`config.mk`:
```
export PLATFORM = sky130hd
export DESIGN_NAME = tx_descriptor_command_status
export DESIGN_NICKNAME = d
export VERILOG_FILES = /design/src/core/tx_desc_pkg.sv /design/src/core/tx_descriptor_command_status.sv
export SDC_FILE = /design/constraint.sdc
export NUM_CORES = 1
export LEC_CHECK = 0
export BUFFER_PORTS_ARGS = -buffer_cell sky130_fd_sc_hd__clkbuf_2
export CORE_UTILIZATION = 30
export CTS_CLUSTER_SIZE = 30
export DETAILED_ROUTE_END_ITERATION = 10
export SLEW_MARGIN = 20
export SYNTH_ARGS = -nofsm -noshare
export SYNTH_HDL_FRONTEND = slang
export SYNTH_SLANG_ARGS = --single-unit
```
`constraint.sdc`:
```
create_clock -name clk_i -period 3.8 [get_ports clk_i]
set_clock_uncertainty 0.1 [all_clocks]
set_input_delay 0.38 -clock clk_i [delete_from_list [all_inputs] [get_ports clk_i]]
set_output_delay 0.38 -clock clk_i [all_outputs]
set_load 0.02 [all_outputs]
```
`src/core/tx_desc_pkg.sv`:
```
// package: command byte layout, status layout, register map, timing
package tx_desc_pkg;
    // command byte bit positions
    localparam int CMD_PKT_LAST = 0;
    localparam int CMD_FCS_INSERT = 1;
    localparam int CMD_SEG_MEMBER = 2;
    localparam int CMD_REPORT_STATUS = 3;
    localparam int CMD_SEC_ENCAP = 4;
    localparam int CMD_EXT_FORMAT = 5;
    localparam int CMD_VLAN_INSERT = 6;
    localparam int CMD_DELAYED_IRQ = 7;
    // descriptor type code for extended data descriptors
    localparam logic [3:0] DTYPE_DATA = 4'h1;
    // status nibble
    localparam int STA_DONE_BIT = 0;
    localparam logic [3:0] STA_DONE = 4'h1;
    // security enable field value meaning disabled
    localparam logic [1:0] SEC_DISABLED = 2'h0;
    // wishbone register byte addresses
    localparam logic [7:0] ADDR_CTRL = 8'h00;
    localparam logic [7:0] ADDR_IRQ_DELAY = 8'h04;
    localparam logic [7:0] ADDR_VLAN_TYPE = 8'h08;
    localparam logic [7:0] ADDR_SEC_CTRL = 8'h0C;
    localparam logic [7:0] ADDR_STATUS = 8'h10;
    localparam logic [7:0] ADDR_FAIL_CNT = 8'h14;
    localparam logic [7:0] ADDR_COUNTDOWN = 8'h18;
    // control register fields
    localparam int GLOBAL_VLAN_MODE_ENABLE_BIT = 0;
    localparam int CTRL_TXIRQ_EN_BIT = 1;
    localparam int SEC_EN_LSB = 0;
    // reset values
    localparam logic [15:0] VLAN_TYPE_RST = 16'h8100;
    localparam logic [15:0] IRQ_DELAY_RST = 16'h0000;
    localparam logic [31:0] UNMAPPED_DATA = 32'h0000_0000;
    // countdown tick: one unit of the interval is 102 cycles of 10 ns, 1020 ns
    localparam int TICK_NS = 1024;
    localparam int CLK_NS = 10;
    localparam int TICK_CYCLES = TICK_NS / CLK_NS;
    localparam logic [6:0] TICK_LAST = 7'(TICK_CYCLES - 1);
endpackage

```
`src/core/tx_descriptor_command_status.sv`:
```
// tx extended data descriptor: command decode, status writeback, irq delay
// Notes on behaviour
// - writeback with report and delay loads countdown from interval field
// - any delayed-irq descriptor reloads the countdown, even while running
// - countdown reaching zero raises tx interrupt if enabled
// - report without delay raises tx interrupt in the same cycle as writeback
// - an immediate interrupt clears the delay countdown
// - vlan insert adds ethertype and tag from special field
// - with vlan insert, ethertype from register and fcs always appended
// - without vlan insert, untagged frame, fcs only if requested
// - security encap inserts tag header and digest per enable field
// - security encap with security disabled drops the packet
// - status reported once the buffer is fetched into packet buffer
// - device may write status even without report request; this design writes status only on report request
// - status word written back only when report is requested
// - written status sets descriptor done in bit 0
// - segmentation bit marks descriptor as part of segmentation context
// - fcs insert bit decides fcs on a normal frame
// - vlan, fcs, tag taken from first seg descriptor or last descriptor
// - last flag marks final data of packet or segmentation context
// - length mismatch on last seg descriptor ends context, counts failure
module tx_descriptor_command_status
    import tx_desc_pkg::*;
(
    input wire logic clk_i,
    input wire logic rst_i,
    // wishbone classic slave
    input wire logic cyc_i,
    input wire logic stb_i,
    input wire logic we_i,
    input wire logic [7:0] adr_i,
    input wire logic [3:0] sel_i,
    input wire logic [31:0] dat_i,
    output logic [31:0] dat_o,
    output logic ack_o,
    // descriptor fetched from host memory
    input wire logic desc_valid_i,
    input wire logic [7:0] command_byte_i,
    input wire logic [3:0] descriptor_type_i,
    input wire logic [15:0] vlan_special_i,
    input wire logic [15:0] buffer_length_i,
    input wire logic [15:0] seg_remaining_i,
    // buffer fetched into the internal packet buffer
    input wire logic buffer_fetched_i,
    // decoded per-packet controls
    output logic pkt_ctrl_valid_o,
    output logic vlan_tag_insert_o,
    output logic [15:0] vlan_ethertype_o,
    output logic [15:0] vlan_tag_o,
    output logic fcs_insert_o,
    output logic security_encap_o,
    output logic [1:0] security_mode_o,
    output logic segmentation_member_o,
    output logic packet_last_flag_o,
    output logic packet_drop_o,
    output logic seg_abort_o,
    output logic format_error_o,
    // status writeback
    output logic wb_valid_o,
    output logic [3:0] status_nibble_o,
    // transmit interrupt
    output logic tx_irq_o
);
    // ==================================================================
    // registers
    // ==================================================================
    logic global_vlan_mode_enable_r;
    logic tx_irq_enable_r;
    logic [15:0] irq_delay_interval_r;
    logic [15:0] vlan_ethertype_r;
    logic [1:0] tx_security_enable_r;
    logic [15:0] seg_context_fail_counter_r;
    logic [15:0] countdown_r;
    logic [6:0] tick_r;
    logic [7:0] cmd_r;
    logic held_r;
    logic seg_first_r;
    logic [31:0] rd_nxt;

    typedef enum logic [1:0] {
        ST_IDLE = 2'b00,
        ST_FETCH = 2'b01,
        ST_WRITE = 2'b11
    } desc_state_e;
    desc_state_e state_r;

    function automatic logic bus_write(input logic [7:0] a);
        bus_write = cyc_i && stb_i && we_i && !ack_o && adr_i == a;
    endfunction

    // ==================================================================
    // wishbone slave: one wait state, ack for one cycle
    // ==================================================================
    always_ff @(posedge clk_i)
    begin
        if (rst_i)
            ack_o <= 1'b0;
        else
            ack_o <= cyc_i && stb_i && !ack_o;
    end

    always_comb
    begin
        unique case (adr_i)
            ADDR_CTRL: rd_nxt = {30'h0, tx_irq_enable_r,
                global_vlan_mode_enable_r};
            ADDR_IRQ_DELAY: rd_nxt = {16'h0, irq_delay_interval_r};
            ADDR_VLAN_TYPE: rd_nxt = {16'h0, vlan_ethertype_r};
            ADDR_SEC_CTRL: rd_nxt = {30'h0, tx_security_enable_r};
            ADDR_STATUS: rd_nxt = {29'h0, tx_irq_o, held_r,
                segmentation_member_o};
            ADDR_FAIL_CNT: rd_nxt = {16'h0, seg_context_fail_counter_r};
            ADDR_COUNTDOWN: rd_nxt = {16'h0, countdown_r};
            default: rd_nxt = UNMAPPED_DATA;
        endcase
    end

    always_ff @(posedge clk_i)
    begin
        if (rst_i)
            dat_o <= UNMAPPED_DATA;
        else if (cyc_i && stb_i && !we_i && !ack_o)
            dat_o <= rd_nxt;
    end

    // byte lane 0 carries flag fields; lanes 0-1 carry 16-bit fields
    always_ff @(posedge clk_i)
    begin
        if (rst_i)
        begin
            global_vlan_mode_enable_r <= 1'b0;
            tx_irq_enable_r <= 1'b0;
            tx_security_enable_r <= SEC_DISABLED;
        end
        else
        begin
            if (bus_write(ADDR_CTRL) && sel_i[0])
            begin
                global_vlan_mode_enable_r <= dat_i[GLOBAL_VLAN_MODE_ENABLE_BIT];
                tx_irq_enable_r <= dat_i[CTRL_TXIRQ_EN_BIT];
            end
            if (bus_write(ADDR_SEC_CTRL) && sel_i[0])
                tx_security_enable_r <= dat_i[SEC_EN_LSB +: 2];
        end
    end

    always_ff @(posedge clk_i)
    begin
        if (rst_i)
        begin
            irq_delay_interval_r <= IRQ_DELAY_RST;
            vlan_ethertype_r <= VLAN_TYPE_RST;
        end
        else
        begin
            if (bus_write(ADDR_IRQ_DELAY))
            begin
                if (sel_i[0])
                    irq_delay_interval_r[7:0] <= dat_i[7:0];
                if (sel_i[1])
                    irq_delay_interval_r[15:8] <= dat_i[15:8];
            end
            if (bus_write(ADDR_VLAN_TYPE))
            begin
                if (sel_i[0])
                    vlan_ethertype_r[7:0] <= dat_i[7:0];
                if (sel_i[1])
                    vlan_ethertype_r[15:8] <= dat_i[15:8];
            end
        end
    end

    // ==================================================================
    // descriptor sequencing
    // ==================================================================
    // the command byte is captured whole on arrival so everything after
    // follows from this descriptor alone
    always_ff @(posedge clk_i)
    begin
        if (rst_i)
        begin
            state_r <= ST_IDLE;
            cmd_r <= 8'h00;
            held_r <= 1'b0;
        end
        else
        begin
            unique case (state_r)
                ST_IDLE:
                    if (desc_valid_i)
                    begin
                        cmd_r <= command_byte_i;
                        held_r <= 1'b1;
                        state_r <= ST_FETCH;
                    end
                ST_FETCH:
                    if (buffer_fetched_i)
                        state_r <= ST_WRITE;
                ST_WRITE:
                begin
                    held_r <= 1'b0;
                    state_r <= ST_IDLE;
                end
            endcase
        end
    end

    // ==================================================================
    // per-packet control decode
    // ==================================================================
    // fields honoured from first segmentation descriptor or from last
    // descriptor of a normal packet; other descriptors leave them alone
    logic cmd_seg;
    logic cmd_last;
    logic take_fields;
    logic sec_drop;
    assign cmd_seg = command_byte_i[CMD_SEG_MEMBER];
    assign cmd_last = command_byte_i[CMD_PKT_LAST];
    assign take_fields = cmd_seg ? seg_first_r : cmd_last;
    assign sec_drop = command_byte_i[CMD_SEC_ENCAP]
        && tx_security_enable_r == SEC_DISABLED;

    always_ff @(posedge clk_i)
    begin
        if (rst_i)
            seg_first_r <= 1'b1;
        else if (state_r == ST_IDLE && desc_valid_i)
            seg_first_r <= !cmd_seg || cmd_last;
    end

    always_ff @(posedge clk_i)
    begin
        if (rst_i)
        begin
            pkt_ctrl_valid_o <= 1'b0;
            vlan_tag_insert_o <= 1'b0;
            vlan_ethertype_o <= VLAN_TYPE_RST;
            vlan_tag_o <= 16'h0000;
            fcs_insert_o <= 1'b0;
            security_encap_o <= 1'b0;
            security_mode_o <= SEC_DISABLED;
            segmentation_member_o <= 1'b0;
            packet_last_flag_o <= 1'b0;
            packet_drop_o <= 1'b0;
            seg_abort_o <= 1'b0;
            format_error_o <= 1'b0;
        end
        else
        begin
            pkt_ctrl_valid_o <= state_r == ST_IDLE && desc_valid_i;
            packet_drop_o <= 1'b0;
            seg_abort_o <= 1'b0;
            format_error_o <= 1'b0;
            if (state_r == ST_IDLE && desc_valid_i)
            begin
                // flag descriptors not built as extended data type
                format_error_o <= !command_byte_i[CMD_EXT_FORMAT]
                    || descriptor_type_i != DTYPE_DATA;
                segmentation_member_o <= cmd_seg;
                packet_last_flag_o <= cmd_last;
                security_encap_o <= command_byte_i[CMD_SEC_ENCAP];
                security_mode_o <= tx_security_enable_r;
                packet_drop_o <= sec_drop;
                seg_abort_o <= cmd_seg && cmd_last
                    && buffer_length_i != seg_remaining_i;
                if (take_fields)
                begin
                    vlan_tag_insert_o <=
                        command_byte_i[CMD_VLAN_INSERT];
                    vlan_ethertype_o <= vlan_ethertype_r;
                    vlan_tag_o <= vlan_special_i;
                    // vlan tagging forces fcs regardless of the request
                    fcs_insert_o <= command_byte_i[CMD_VLAN_INSERT]
                        || command_byte_i[CMD_FCS_INSERT];
                end
            end
        end
    end

    always_ff @(posedge clk_i)
    begin
        if (rst_i)
            seg_context_fail_counter_r <= 16'h0000;
        else if (seg_abort_o)
            seg_context_fail_counter_r <=
                seg_context_fail_counter_r + 16'h0001;
    end

    // ==================================================================
    // status writeback
    // ==================================================================
    // only report-status descriptors are written back; the optional
    // extra writebacks are never used
    always_ff @(posedge clk_i)
    begin
        if (rst_i)
        begin
            wb_valid_o <= 1'b0;
            status_nibble_o <= 4'h0;
        end
        else
        begin
            wb_valid_o <= state_r == ST_WRITE
                && cmd_r[CMD_REPORT_STATUS];
            status_nibble_o <= STA_DONE;
        end
    end

    // ==================================================================
    // interrupt delay countdown
    // ==================================================================
    logic wb_now;
    logic delayed;
    logic expire;
    assign wb_now = state_r == ST_WRITE;
    assign delayed = cmd_r[CMD_DELAYED_IRQ];
    assign expire = countdown_r == 16'h0001 && tick_r == TICK_LAST;

    always_ff @(posedge clk_i)
    begin
        if (rst_i)
        begin
            countdown_r <= 16'h0000;
            tick_r <= 7'h00;
        end
        else if (wb_now && delayed)
        begin
            // reload even when a previous count is still running
            countdown_r <= irq_delay_interval_r;
            tick_r <= 7'h00;
        end
        else if (wb_now && cmd_r[CMD_REPORT_STATUS])
        begin
            countdown_r <= 16'h0000;
            tick_r <= 7'h00;
        end
        else if (countdown_r != 16'h0000)
        begin
            tick_r <= tick_r == TICK_LAST ? 7'h00 : tick_r + 7'h01;
            if (tick_r == TICK_LAST)
                countdown_r <= countdown_r - 16'h0001;
        end
    end

    // zero interval with report and delay fires at once; limitation: one-cycle pulse
    always_ff @(posedge clk_i)
    begin
        if (rst_i)
            tx_irq_o <= 1'b0;
        else
            tx_irq_o <= tx_irq_enable_r && (expire
                || (wb_now && cmd_r[CMD_REPORT_STATUS]
                    && (!delayed || irq_delay_interval_r == 16'h0000)));
    end
endmodule

```
# Yosys cells after proc, flatten, opt, wreduce, memory -nomap -nowiden
# Cells that the tools add are included.
[word_totals]
n_memories = 0
latch_bits = 0
input_bits = 111
wordCells = 112
ramBits = 0
reg_bits = 169
mem_bits_ro = 0
[classes]
n_bitwise = 1
n_addsub = 3
magnitude_cmp = 0
div_mod_pow = 0
reduce_logical = 50
n_mul = 0
n_shift = 0
mux = 13
eq_ne = 14
[ops]
columns = ["op", "count"]
rows = [
  ["$pmux W16 S7", 1],
  ["$mux W16", 4],
  ["$eq A8 B5 Y1 const B", 3],
  ["$logic_and A1 B1 Y1", 21],
  ["$reduce_and A2 Y1", 9],
  ["$add A16 B1 Y16 const B", 1],
  ["$eq A16 B1 Y1 const B", 1],
  ["$eq A8 B4 Y1 const B", 2],
  ["$logic_not A16 Y1", 1],
  ["$ne A16 B16 Y1", 1],
  ["$reduce_bool A16 Y1", 1],
  ["$sub A16 B1 Y16 const B", 1],
  ["$eq A8 B3 Y1 const B", 1],
  ["$logic_not A8 Y1", 1],
  ["$add A7 B1 Y7 const B", 1],
  ["$eq A7 B7 Y1 const B", 1],
  ["$mux W7", 1],
  ["$pmux W2 S3", 1],
  ["$reduce_bool A3 Y1", 2],
  ["$logic_not A1 Y1", 5],
  ["$logic_or A1 B1 Y1", 5],
  ["$logic_not A2 Y1", 2],
  ["$mux W2", 2],
  ["$ne A2 B2 Y1 const B", 2],
  ["other kinds (9)", 11],
]

# Longest topological paths before layout
# Gate-level depths: netlist (run 1).
[logic_depth]
word_depth = 5
mapped_depth = 8

# Worst setup path before layout (run 1)
# Ideal clock, no wire load.
[synth_timing]
kind = "register -> register"
from = "register countdown_r[0]"
to = "register countdown_r[14]"
setup_slack_ns = 1.942
required_ns = 3.572
setup_ns = 0.128
n_path_buf = 1
path_stages_with_launch = 9
arrival_ns = 1.631
cell_sequence = "dfxtp_1 inv_1 ha_1 nor4b_1 nand4_1 a21o_2 buf_4 a32oi_1 nor2_1"
[synth_between]
elab_chain_len = 5
elab_cells_between_ends = 8
[synth_rtl]
columns = ["element", "line", "rtl"]
rows = [
  ["from (decl)", "tx_descriptor_command_status.sv:73", "logic [15:0] countdown_r;"],
  ["from (signal assigned)", "tx_descriptor_command_status.sv:329", "countdown_r <= irq_delay_interval_r;"],
  ["from (signal assigned)", "tx_descriptor_command_status.sv:341", "countdown_r <= countdown_r - 16'h0001;"],
  ["$sub A16 B1 Y16", "tx_descriptor_command_status.sv:341", ""],
  ["$mux W16", "tx_descriptor_command_status.sv:340", "if (tick_r == TICK_LAST)"],
  ["$mux W16", "tx_descriptor_command_status.sv:337", "else if (countdown_r != 16'h0000)"],
  ["$mux W16", "tx_descriptor_command_status.sv:332", "else if (wb_now && cmd_r[CMD_REPORT_STATUS])"],
  ["$mux W16", "tx_descriptor_command_status.sv:326", "else if (wb_now && delayed)"],
]
# Parallel ways exist; a longest one is shown, timed or not. The select of a mux whose other input is x is not followed.
# A chain may end at the register's enable or synchronous reset.

# Worst setup path after layout (run 1)
# Same ends and word-level chain as after synthesis.

==> impl_metrics.sql, run 1 <==
INSERT INTO impl_metrics (metric_group, metric, value, unit) VALUES
('logic_synthesis', 'synthXorXnorAreaFrac', '4.84', '%'),
('logic_synthesis', 'synth.cell_area', '6700', 'µm²'),
('timing', 'setup-violations-final', '0', ''),
('job', 'timing.max_cap.violations', '0', ''),
('logic_synthesis', 'cell_types_occupying_the_most_area_after_synthesis', 'sky130_fd_sc_hd__dfxtp_1, sky130_fd_sc_hd__nand2_1, sky130_fd_sc_hd__a21oi_1, sky130_fd_sc_hd__mux2i_1, sky130_fd_sc_hd__nor2_1', ''),
('drt', 'postRouteWirelength', '19.0', 'mm'),
('timing', 'timing.final.hold_violations', '0', ''),
('min_path', 'hp-class', 'primary input to flop', ''),
('placement', 'dp_hpwl', '13.7', 'mm'),
('die', 'std_cell_rows', '54', ''),
('die', 'chipWidth', '151', 'µm'),
('logic_synthesis', 'postSynthCellCount', '794', ''),
('global_routing', 'grt_antenna_before_repair', '0', ''),
('timing', 'hold_ws', '0.0289', 'ns'),
('clock_tree', 'ctsHoldBuffers', '0', ''),
('logic_synthesis', 'dominant_synthesized_flop_cell', 'sky130_fd_sc_hd__dfxtp_1', ''),
('logic_synthesis', 'synthAdderAreaFrac', '0.934', '%'),
('critical_path', 'critical_path_arrival', '2.74', 'ns'),
('clock_tree', 'cts.reportedPaths.clkPinSlew', '0.06', 'ns'),
('logic_synthesis', 'postSynthRegisterBits', '144', ''),
('die', 'floorplan.die.height', '151', 'µm'),
('critical_path', 'regToRegStartpoint', 'countdown_r[0]', ''),
('clock_tree', 'numCtsBuffers', '17', ''),
('final_layout', 'design.final.nets', '1046', ''),
('pwr', 'ir_worst_vdd', '0.248', 'mV'),
('final_layout', 'final_common_cell', 'sky130_fd_sc_hd__clkbuf_2', ''),
('pwr', 'power.static_leakage', '3.15', 'nW'),
('clock_tree', 'clock_latency', '0.43', 'ns'),
('final_layout', 'n_fill_cell', '2250', ''),
('pwr', 'power_density', '442', 'nW/µm²'),
('timing', 'timing.max_slew.rel_slack', '35.5', '%'),
('die', 'top_level_i_o_count', '193', ''),
('placement', 'post-place-cells', '1191', ''),
('drt', 'detailedRoute.firstPassIterationCount', '5', ''),
('timing', 'grt_setup_unrepaired', 'false', ''),
('timing', 'fmaxAchievable', '392', 'MHz'),
('placement', 'place.port_buffers', '155', ''),
('final_layout', 'most-common-layout-cells', 'sky130_fd_sc_hd__clkbuf_2, sky130_fd_sc_hd__dfxtp_1, sky130_fd_sc_hd__nand2_1', ''),
('logic_synthesis', 'yosys.area.top_type', 'sky130_fd_sc_hd__dfxtp_1', ''),
('global_routing', 'grt_start_max_net_pins', '61', ''),
('clock_tree', 'tritoncts_num_sinks', '144', ''),
('clock_tree', 'cts_htree_levels', '4', ''),
('global_routing', 'global_route_wire_length_before_repair', '29.1', 'mm'),
('final_layout', 'instances_no_fill', '1223', ''),
('min_path', 'worstHoldEndpoint', 'format_error_o', ''),
('critical_path', 'worst_setup_path_end_kind', 'flop', ''),
('drt', 'detail_route.iter0.violations', '426', ''),
('placement', 'post-place-ws', '1.24', 'ns'),
('critical_path', 'setup.reg_to_reg.worst_slack', '1.25', 'ns'),
('final_layout', 'share_of_final_layout_standard_cells_stronger_than_drive_strength_1', '23.0', '%'),
('timing', 'final_critical_path_setup_slack', '1.25', 'ns'),
('logic_synthesis', 'synth.mux.area_fraction', '4.88', '%'),
('critical_path', 'r2r_cell_count', '7', ''),
('logic_synthesis', 'synthArstFlopShare', '0', '%'),
('timing', 'fin_crit_sh', '67.1', '%'),
('placement', 'place_congestion', '0.867', ''),
('final_layout', 'antenna-diode-count', '0', ''),
('logic_synthesis', 'yosys_warnings', '0', ''),
('logic_synthesis', 'synthSimpleGateAreaFrac', '23.3', '%'),
('run_status', 'outcome', 'completed', ''),
('drt', 'post_drt_via_cell_ratio', '5.07', ''),
('global_routing', 'grt_pass1_vias', '5577', ''),
('critical_path', 'critPathLaunchType', 'flop', ''),
('timing', 'drv_slew', '0', ''),
('drt', 'dr_wl_cell', '15.6', 'µm'),
('critical_path', 'crit_fanout', '14', ''),
('drt', 'remaining_drc_errors', '0', ''),
('global_routing', 'globalRouteTotalUtil', '16.7', '%'),
('clock_tree', 'cts_setup_buffers', '0', ''),
('die', 'die_area', '22900', 'µm²'),
('logic_synthesis', 'syn_avg_cell_area', '8.44', 'µm²');
[worst max-delay path, stage by stage, from the launching register on]
cell                      delay (ns)
sky130_fd_sc_hd__dfxtp_1        0.38
sky130_fd_sc_hd__inv_1          0.08
sky130_fd_sc_hd__ha_1           0.32
sky130_fd_sc_hd__nor4b_1        0.27
sky130_fd_sc_hd__nand4_1        0.50
sky130_fd_sc_hd__a21o_2         0.51
sky130_fd_sc_hd__a32oi_1        0.21
sky130_fd_sc_hd__nor2_1         0.05
[registers in the layout, indices dropped and copies added, names as in the netlist, 2 cells and up]
name / cells
security_mode_o: 2
seg_context_fail_counter_r: 16
countdown_r: 16
vlan_tag_o: 16
cmd_r: 5
irq_delay_interval_r: 16
vlan_ethertype_r: 16
state_r: 2
dat_o: 16
tick_r: 7
tx_security_enable_r: 2
vlan_ethertype_o: 16
[power breakdown]
part           switching, mW  leakage (nW)  internal [mW]  total [mW]
sequential            0.0196          1.16           1.54        1.56
clock                  0.668         0.304           1.12        1.78
combinational          0.185          1.69          0.105       0.290
[through the flow]
stage / total power [mW] / cell area [µm²] / utilization (%)
finish: 3.63 / 8210 / 37.6
global route: 3.76 / 8210 / 37.6
CTS: 3.66 / 8210 / 37.6
detailed placement: 1.88 / 7590 / 34.8
global placement: 1.88 / 7590 / 34.8
floorplan: 1.78 / 6770 / -
[worst max-delay path by stage]
stage / slack [ns] / end / startpoint / cells after the start
floorplan: 1.94 / countdown_r[14] / countdown_r[0] / 8
global placement: 1.23 / countdown_r[8] / countdown_r[0] / 7
detailed placement: 1.24 / dat_o[6] / adr_i[2] / 6
CTS: 1.22 / countdown_r[14] / countdown_r[0] / 7
global route: 1.03 / countdown_r[8] / countdown_r[1] / 7
finish: 1.25 / countdown_r[14] / countdown_r[0] / 7
[area by class of cell]
type | count | area, µm² | share of cell area [%]
Tap cell | 280 | 350 | 4.27
Clock inverter | 13 | 181 | 2.21
Multi-Input combinational cell | 596 | 3480 | 42.4
Inverter | 7 | 26.3 | 0.320
Timing Repair Buffer | 164 | 846 | 10.3
Sequential cell | 144 | 2880 | 35.1
Clock buffer | 19 | 443 | 5.39
[cells in the mapped netlist (all sizes together) (2+ instances only)]
cell and n:
a21oi 77, nand4 16, and3 5, nand2 144
nor4 14, a32oi 3, a211oi 4, o22a 13
mux2i 27, o21ai 42, a31oi 4, or3 6
a41oi 2, mux4 2, inv 6, nor3b 3
nand2b 2, xor2 13, dfxtp 144, or4 3
and2 3, clkbuf 25, and4 5, a22oi 29
buf 40, nor2 70, nor2b 3, nor3 18
or2b 3, ha 5, xnor2 24, a21o 2
nand3 15, nor4b 5
[metal layers]
layer / track usage [%] / up-vias / routed length [µm]
li1: - / 3050 / -
met1: 22.0 / 2892 / 8550
met2: 25.0 / 222 / 8650
met3: 4.61 / 39 / 1380
met4: 7.80 / 0 / 444
met5: 0 / - / 0
[cell families (layout without fill, tap and decap cells)]
logic type | Yosys count | in the layout
simple gates | 319 | 319
compound gates | 186 | 186
flops | 144 | 144
buf+inv | 72 | 203
xor+xnor | 37 | 37
mux | 30 | 30
fa+ha+maj | 5 | 5
other cells | 1 | 19
(Power assumes the default switching activity.)
==> inputs of run 2 (changes only) <==
==> constraint.sdc (replaced) <==
create_clock -name clk_i -period 2.5 [get_ports clk_i]
set_clock_uncertainty 0.1 [all_clocks]
set_input_delay 0.25 -clock clk_i [delete_from_list [all_inputs] [get_ports clk_i]]
set_output_delay 0.25 -clock clk_i [all_outputs]
set_load 0.02 [all_outputs]
==> run 2 against run 1 <==
Compared with the run above:
- combinational power increased by 71%
- first-iteration DRC count down 14%
- register-to-register slack worse by 0.79 ns
- sequential power increased by 52%
- die area did not move
- final area grew 5.4%
- cell count rose by 4.3%
- via count grew 2.8%
- count of clock-buffer cells in the layout rose by 4
- utilization rose by 2.0 points
- worst hold slack got worse by 0.026 ns
- total power is 46% higher
- largest power group unchanged
==> impl_metrics.sql, run 2 (synthesis results as in run 1) <==
INSERT INTO impl_metrics (metric_group, metric, value, unit) VALUES
('drt', 'remaining_drc_errors', '0', ''),
('clock_tree', 'cts_htree_levels', '4', ''),
('drt', 'routed-via-count', '6376', ''),
('die', 'die_area', '22900', 'µm²'),
('critical_path', 'cpMaxStageDelayCell', 'sky130_fd_sc_hd__nor4_4', ''),
('die', 'floorplan.die.height', '151', 'µm'),
('pwr', 'power_density', '614', 'nW/µm²'),
('clock_tree', 'tritoncts_num_sinks', '144', ''),
('drt', 'postRouteWirelength', '19.2', 'mm'),
('die', 'initial_core_util', '30.7', '%'),
('critical_path', 'worstReg2RegEnd', 'countdown_r[15]', ''),
('critical_path', 'critical_path_arrival', '2.23', 'ns'),
('placement', 'place_congestion', '0.813', ''),
('die', 'top_level_i_o_count', '193', ''),
('timing', 'drv_slew', '0', ''),
('critical_path', 'timing.critical_path.cells', 'nor4_4 > nand3_1 > a311oi_2 > and4_1 > nor4_2', ''),
('drt', 'dr_wl_cell', '15.1', 'µm'),
('clock_tree', 'cts_tree', 'yes', ''),
('drt', 'wl_met2', '9.01', 'mm'),
('job', 'timing.max_cap.violations', '0', ''),
('die', 'std_cell_rows', '54', ''),
('drt', 'route.antenna.remaining_nets', '0', ''),
('critical_path', 'critical_path_required', '2.69', 'ns'),
('pwr', 'ir_worst_vdd', '0.399', 'mV'),
('final_layout', 'antenna-diode-count', '0', ''),
('critical_path', 'regToRegStartpoint', 'countdown_r[6]', ''),
('timing', 'hold_ws', '0.00326', 'ns'),
('drt', 'detail_route.iter0.violations', '366', ''),
('final_layout', 'n_fill_cell', '2248', ''),
('global_routing', 'global_route_wire_length_before_repair', '29.7', 'mm'),
('clock_tree', 'clockBufferDepth', '2', ''),
('clock_tree', 'numCtsBuffers', '17', ''),
('critical_path', 'setup.reg_to_reg.worst_slack', '0.46', 'ns'),
('timing', 'worst_slew_pin_slew', '0.536', 'ns'),
('critical_path', 'critPathLaunchType', 'flop', ''),
('timing', 'timing.final.hold_violations', '0', ''),
('clock_tree', 'post_cts.resized_instances', '0', ''),
('final_layout', 'layout-area-overhead-vs-synth', '29.2', '%'),
('drt', 'post_drt_via_cell_ratio', '5.00', ''),
('clock_tree', 'root_buffer', 'sky130_fd_sc_hd__clkbuf_16', ''),
('critical_path', 'crit_type', 'flop to flop', ''),
('die', 'chipWidth', '151', 'µm'),
('final_layout', 'final_common_cell', 'sky130_fd_sc_hd__clkbuf_2', ''),
('global_routing', 'grt_pass1_vias', '5658', ''),
('drt', 'met1_length', '8.62', 'mm'),
('timing', 'fmaxAchievable', '490', 'MHz'),
('final_layout', 'most-common-layout-cells', 'sky130_fd_sc_hd__clkbuf_2, sky130_fd_sc_hd__dfxtp_1, sky130_fd_sc_hd__nand2_1', ''),
('timing', 'setup-violations-final', '0', ''),
('final_layout', 'multi_input_area', '3480', 'µm²'),
('timing', 'grt_setup_unrepaired', 'false', ''),
('drt', 'met3_wirelength', '1.37', 'mm'),
('final_layout', 'share_of_final_layout_standard_cells_stronger_than_drive_strength_1', '22.9', '%'),
('timing', 'timing.max_slew.rel_slack', '64.0', '%'),
('critical_path', 'r2r_cell_count', '5', ''),
('clock_tree', 'cts.reportedPaths.clkPinSlew', '0.06', 'ns'),
('timing', 'fin_crit_sh', '81.6', '%'),
('die', 'core_area', '21800', 'µm²'),
('critical_path', 'cp_slowest_stage_delay', '0.46', 'ns'),
('global_routing', 'globalRoute.totalOverflow', '0', ''),
('final_layout', 'design.final.nets', '1099', ''),
('run_status', 'outcome', 'completed', ''),
('clock_tree', 'clock_latency', '0.43', 'ns'),
('placement', 'place.port_buffers', '155', ''),
('min_path', 'hp_start', 'buffer_fetched_i', ''),
('drt', 'top_signal_layer_used', 'met4', ''),
('timing', 'final_period_minus_worst_setup_slack', '2.04', 'ns'),
('timing', 'setup_tns', '0', 'ns'),
('placement', 'dp_hpwl', '13.8', 'mm'),
('critical_path', 'cp-startpoint', 'countdown_r[6]', ''),
('final_layout', 'seq_area', '2880', 'µm²'),
('global_routing', 'grt_start_max_net_pins', '50', ''),
('min_path', 'worstHoldEndpoint', 'state_r[1]', ''),
('clock_tree', 'cts_setup_buffers', '0', ''),
('drt', 'detailedRoute.firstPassIterationCount', '5', ''),
('min_path', 'hp-class', 'primary input to flop', ''),
('pwr', 'power.static_leakage', '3.35', 'nW'),
('critical_path', 'worst_setup_path_end_kind', 'flop', ''),
('min_path', 'timing.hold.worst_path_depth', '2', ''),
('critical_path', 'crit_fanout', '7', ''),
('global_routing', 'grt_antenna_before_repair', '0', ''),
('global_routing', 'globalRouteTotalUtil', '16.9', '%');
==> run 2: changes by cell type in the layout (fill, tap and decap cells not counted), sizes merged <==
cell / before / now
buf: 10 / 23
bufinv: 4 / 1
clkbuf: 173 / 177
clkinv: 5 / 4
clkinvlp: 2 / 3
dlygate4sd3: 0 / 40
inv: 9 / 7
==> run 2: final cells by class <==
class,count,area share [%]
Tap cell,280,4.05
Timing Repair Buffer,217,15.5
Clock buffer,23,5.64
Sequential cell,144,33.3
Clock inverter,8,0.925
Inverter,7,0.304
Multi-Input combinational cell,596,40.2
==> run 2: power breakdown <==
group	internal [mW]	total (mW)	switching, mW
registers	2.34	2.37	0.0300
logic	0.205	0.497	0.292
clock network	1.47	2.45	0.981
total	4.01	5.31	1.30
==> run 2: how the worst max path moves through the flow <==
stage                                    endpoint  slack (ns)  cells after the start
after CTS                         countdown_r[15]        0.51                      5
after global placement    irq_delay_interval_r[5]        0.39                      8
after floorplan                   countdown_r[14]        0.64                      8
after global routing              countdown_r[11]        0.36                      5
final                             countdown_r[15]        0.46                      5
after detailed placement  irq_delay_interval_r[6]        0.37                      8
==> run 2: through the flow <==
step	utilization [%]	total power, mW	area, µm²	setup slack (ns)	std cells
2_1_floorplan	-	2.71	6770	0.642	812
3_3_place_gp	35.2	2.86	7680	0.390	1204
3_5_place_dp	35.2	2.86	7680	0.370	1204
4_1_cts	39.7	5.36	8650	0.509	1275
5_1_grt	39.7	5.51	8650	0.358	1275
6_report	39.7	5.31	8650	0.461	1275
==> run 2: critical path, delay by kind of cell, from the launching register on <==
family,cells,cell delay (ns)
AO/OA/AOI/OAI,1,0.33
flip-flops,1,0.39
AND/OR/NAND/NOR,4,1.08
==> run 2: routing by layer <==
metal | track usage, % | up-vias
li1 | - | 3146
met1 | 22.5 | 2999
met2 | 25.9 | 214
met3 | 4.79 | 17
met4 | 5.85 | 0
met5 | 0 | -
==> run 2: timing repair <==
| item | CTS | global route |
|---|---|---|
| setup endpoints to repair | 0 | 0 |
| hold buffers | 40 | 0 |
| endpoints found under the hold margin | 46 | 0 |
==> inputs of run 3 (changes only) <==
==> constraint.sdc (replaced) <==
create_clock -name clk_i -period 2.1 [get_ports clk_i]
set_clock_uncertainty 0.1 [all_clocks]
set_input_delay 0.21 -clock clk_i [delete_from_list [all_inputs] [get_ports clk_i]]
set_output_delay 0.21 -clock clk_i [all_outputs]
set_load 0.02 [all_outputs]
==> run 3 against run 2 <==
Compared with the run above:
- cell count is 1.7% higher
- sequential share of layout area shrank 0.88 points
- first-iteration DRC count grew 8.2%
- clock power rose by 26%
- register-to-register slack got worse by 0.31 ns
- critical path depth rose by 4
- total power grew 23%
- sequential cell count unchanged
- via count grew 1.6%
- combinational power increased by 24%
- sequential power rose by 19%
==> impl_metrics.sql, run 3 (synthesis results as in run 1) <==
INSERT INTO impl_metrics (metric_group, metric, value, unit) VALUES
('run_status', 'outcome', 'completed', ''),
('pwr', 'power.total', '6.51', 'mW'),
('final_layout', 'final_common_cell', 'sky130_fd_sc_hd__clkbuf_2', ''),
('timing', 'setup_tns', '0', 'ns'),
('global_routing', 'global_route_wire_length_before_repair', '30.8', 'mm'),
('drt', 'routed-via-count', '6479', ''),
('timing', 'fmaxAchievable', '513', 'MHz'),
('final_layout', 'most-common-layout-cells', 'sky130_fd_sc_hd__clkbuf_2, sky130_fd_sc_hd__nand2_1, sky130_fd_sc_hd__dfxtp_1', ''),
('timing', 'timing.max_slew.rel_slack', '64.0', '%'),
('clock_tree', 'cts_htree_levels', '4', ''),
('clock_tree', 'cts_tree', 'yes', ''),
('die', 'floorplan.die.height', '151', 'µm'),
('clock_tree', 'root_buffer', 'sky130_fd_sc_hd__clkbuf_16', ''),
('pwr', 'power.switching_fraction', '23.9', '%'),
('job', 'timing.max_cap.violations', '0', ''),
('pwr', 'internal_power', '4.96', 'mW'),
('drt', 'post_drt_via_cell_ratio', '5.00', ''),
('die', 'core_area', '21800', 'µm²'),
('timing', 'drv_slew', '0', ''),
('critical_path', 'critPathLaunchType', 'flop', ''),
('placement', 'dp_hpwl', '14.2', 'mm'),
('placement', 'post-place-ws', '0.110', 'ns'),
('critical_path', 'crit_type', 'flop to flop', ''),
('die', 'initial_core_util', '30.7', '%'),
('critical_path', 'critical_path_required', '2.35', 'ns'),
('global_routing', 'grt_start_max_net_pins', '49', ''),
('pwr', 'net-switching-power', '1.56', 'mW'),
('pwr', 'pwr-share-clk', '47.3', '%'),
('clock_tree', 'numCtsBuffers', '17', ''),
('clock_tree', 'cts_setup_buffers', '0', ''),
('pwr', 'ir_worst_vdd', '0.441', 'mV'),
('drt', 'dr_wl_cell', '15.3', 'µm'),
('timing', 'timing.final.hold_violations', '0', ''),
('pwr', 'comb_power_share', '9.5', '%'),
('min_path', 'hp-class', 'primary input to flop', ''),
('critical_path', 'critical_path_arrival', '2.20', 'ns'),
('timing', 'worst_slew_pin_slew', '0.540', 'ns'),
('clock_tree', 'clock_latency', '0.42', 'ns'),
('clock_tree', 'cts.reportedPaths.clkPinSlew', '0.06', 'ns'),
('final_layout', 'share_of_final_layout_standard_cells_stronger_than_drive_strength_1', '24.3', '%'),
('timing', 'hold_ws', '0.0798', 'ns'),
('global_routing', 'globalRoute.totalOverflow', '0', ''),
('final_layout', 'design.final.nets', '1122', ''),
('pwr', 'power.static_leakage', '3.49', 'nW'),
('drt', 'remaining_drc_errors', '0', ''),
('clock_tree', 'tritoncts_num_sinks', '144', ''),
('global_routing', 'grt_antenna_before_repair', '0', ''),
('global_routing', 'globalRouteTotalUtil', '17.5', '%'),
('critical_path', 'crit_fanout', '10', ''),
('die', 'std_cell_rows', '54', ''),
('timing', 'final_critical_path_setup_slack', '0.149', 'ns'),
('final_layout', 'post-route-util', '40.7', '%'),
('timing', 'final_period_minus_worst_setup_slack', '1.95', 'ns'),
('final_layout', 'layout-area-overhead-vs-synth', '32.7', '%'),
('die', 'die_area', '22900', 'µm²'),
('drt', 'postRouteWirelength', '19.9', 'mm'),
('drt', 'detail_route.iter0.violations', '396', ''),
('pwr', 'power.sequential.fraction', '43.2', '%'),
('placement', 'place_congestion', '0.880', ''),
('die', 'chipWidth', '151', 'µm'),
('placement', 'place.port_buffers', '155', ''),
('timing', 'setup-violations-final', '0', ''),
('timing', 'grt_setup_unrepaired', 'false', ''),
('global_routing', 'grt_pass1_vias', '5973', ''),
('die', 'top_level_i_o_count', '193', ''),
('clock_tree', 'clockBufferDepth', '2', ''),
('final_layout', 'antenna-diode-count', '0', ''),
('drt', 'detailedRoute.firstPassIterationCount', '5', ''),
('pwr', 'power_density', '732', 'nW/µm²'),
('critical_path', 'worst_setup_path_end_kind', 'flop', ''),
('drt', 'route.antenna.remaining_nets', '0', ''),
('timing', 'fin_crit_sh', '92.9', '%');
run 3: cell count changes in the layout (fill, tap and decap cells not counted), moves of 2 or more:
cell / change
sky130_fd_sc_hd__buf_4: +16
sky130_fd_sc_hd__dlygate4sd3_1: +5
sky130_fd_sc_hd__clkbuf_8: -2
sky130_fd_sc_hd__bufinv_16: +2
sky130_fd_sc_hd__buf_12: +2
run 3: layout make-up:
class                           count  area (µm²)
Multi-Input combinational cell    596        3480
Fill cell                        2214       12900
Clock buffer                       20         457
Sequential cell                   144        2880
Clock inverter                     10         138
Tap cell                          280         350
Inverter                            7        26.3
Timing Repair Buffer              240        1550
run 3: power by group through the flow:
stage               Clock [mW]  Combinational (mW)  Sequential, mW
finish                    3.08               0.618            2.82
floorplan                    0               0.316            2.91
detailed placement           0               0.548            2.88
CTS                       3.14               0.616            2.82
global route              3.25               0.678            2.82
global placement             0               0.543            2.87
run 3: worst max-delay path, stage by stage, from the launching register on:
cell	delay (ns)
sky130_fd_sc_hd__dfxtp_2	0.40
sky130_fd_sc_hd__inv_1	0.06
sky130_fd_sc_hd__ha_1	0.21
sky130_fd_sc_hd__nor4b_1	0.14
sky130_fd_sc_hd__nand4_1	0.12
sky130_fd_sc_hd__buf_4	0.20
sky130_fd_sc_hd__nand2_4	0.08
sky130_fd_sc_hd__buf_4	0.15
sky130_fd_sc_hd__a221o_1	0.31
sky130_fd_sc_hd__a21oi_1	0.11
run 3: stage by stage:
stage	area, µm²	std cells
6_report	8890	1297
5_1_grt	8890	1297
4_1_cts	8890	1297
3_5_place_dp	7850	1222
3_3_place_gp	7850	1222
2_1_floorplan	6770	812
run 3: worst paths after layout:
path | slack (ns) | cells past startpoint | startpoint | to
max | 0.15 | 9 | countdown_r[0] | countdown_r[12]
min | 0.08 | 3 | desc_valid_i | state_r[0]
max reg2reg | 0.15 | 9 | countdown_r[0] | countdown_r[12]
min reg2reg | 0.35 | 2 | dat_o[11] | dat_o[11]
run 3: routing by layer:
| layer | wire, µm | track usage (%) | up-vias |
|---|---|---|---|
| li1 | - | - | 3190 |
| met1 | 9040 | 23.2 | 3048 |
| met2 | 9440 | 27.9 | 220 |
| met3 | 1080 | 3.86 | 21 |
| met4 | 324 | 5.80 | 0 |
| met5 | 0 | 0 | - |
run 3: repair_timing:
| item | in CTS | in global routing |
|---|---|---|
| endpoints found under the setup margin | 0 | 2 |
| gates resized for setup | 0 | 1 |
| hold buffers | 45 | 0 |
| endpoints found under the hold margin | 61 | 0 |
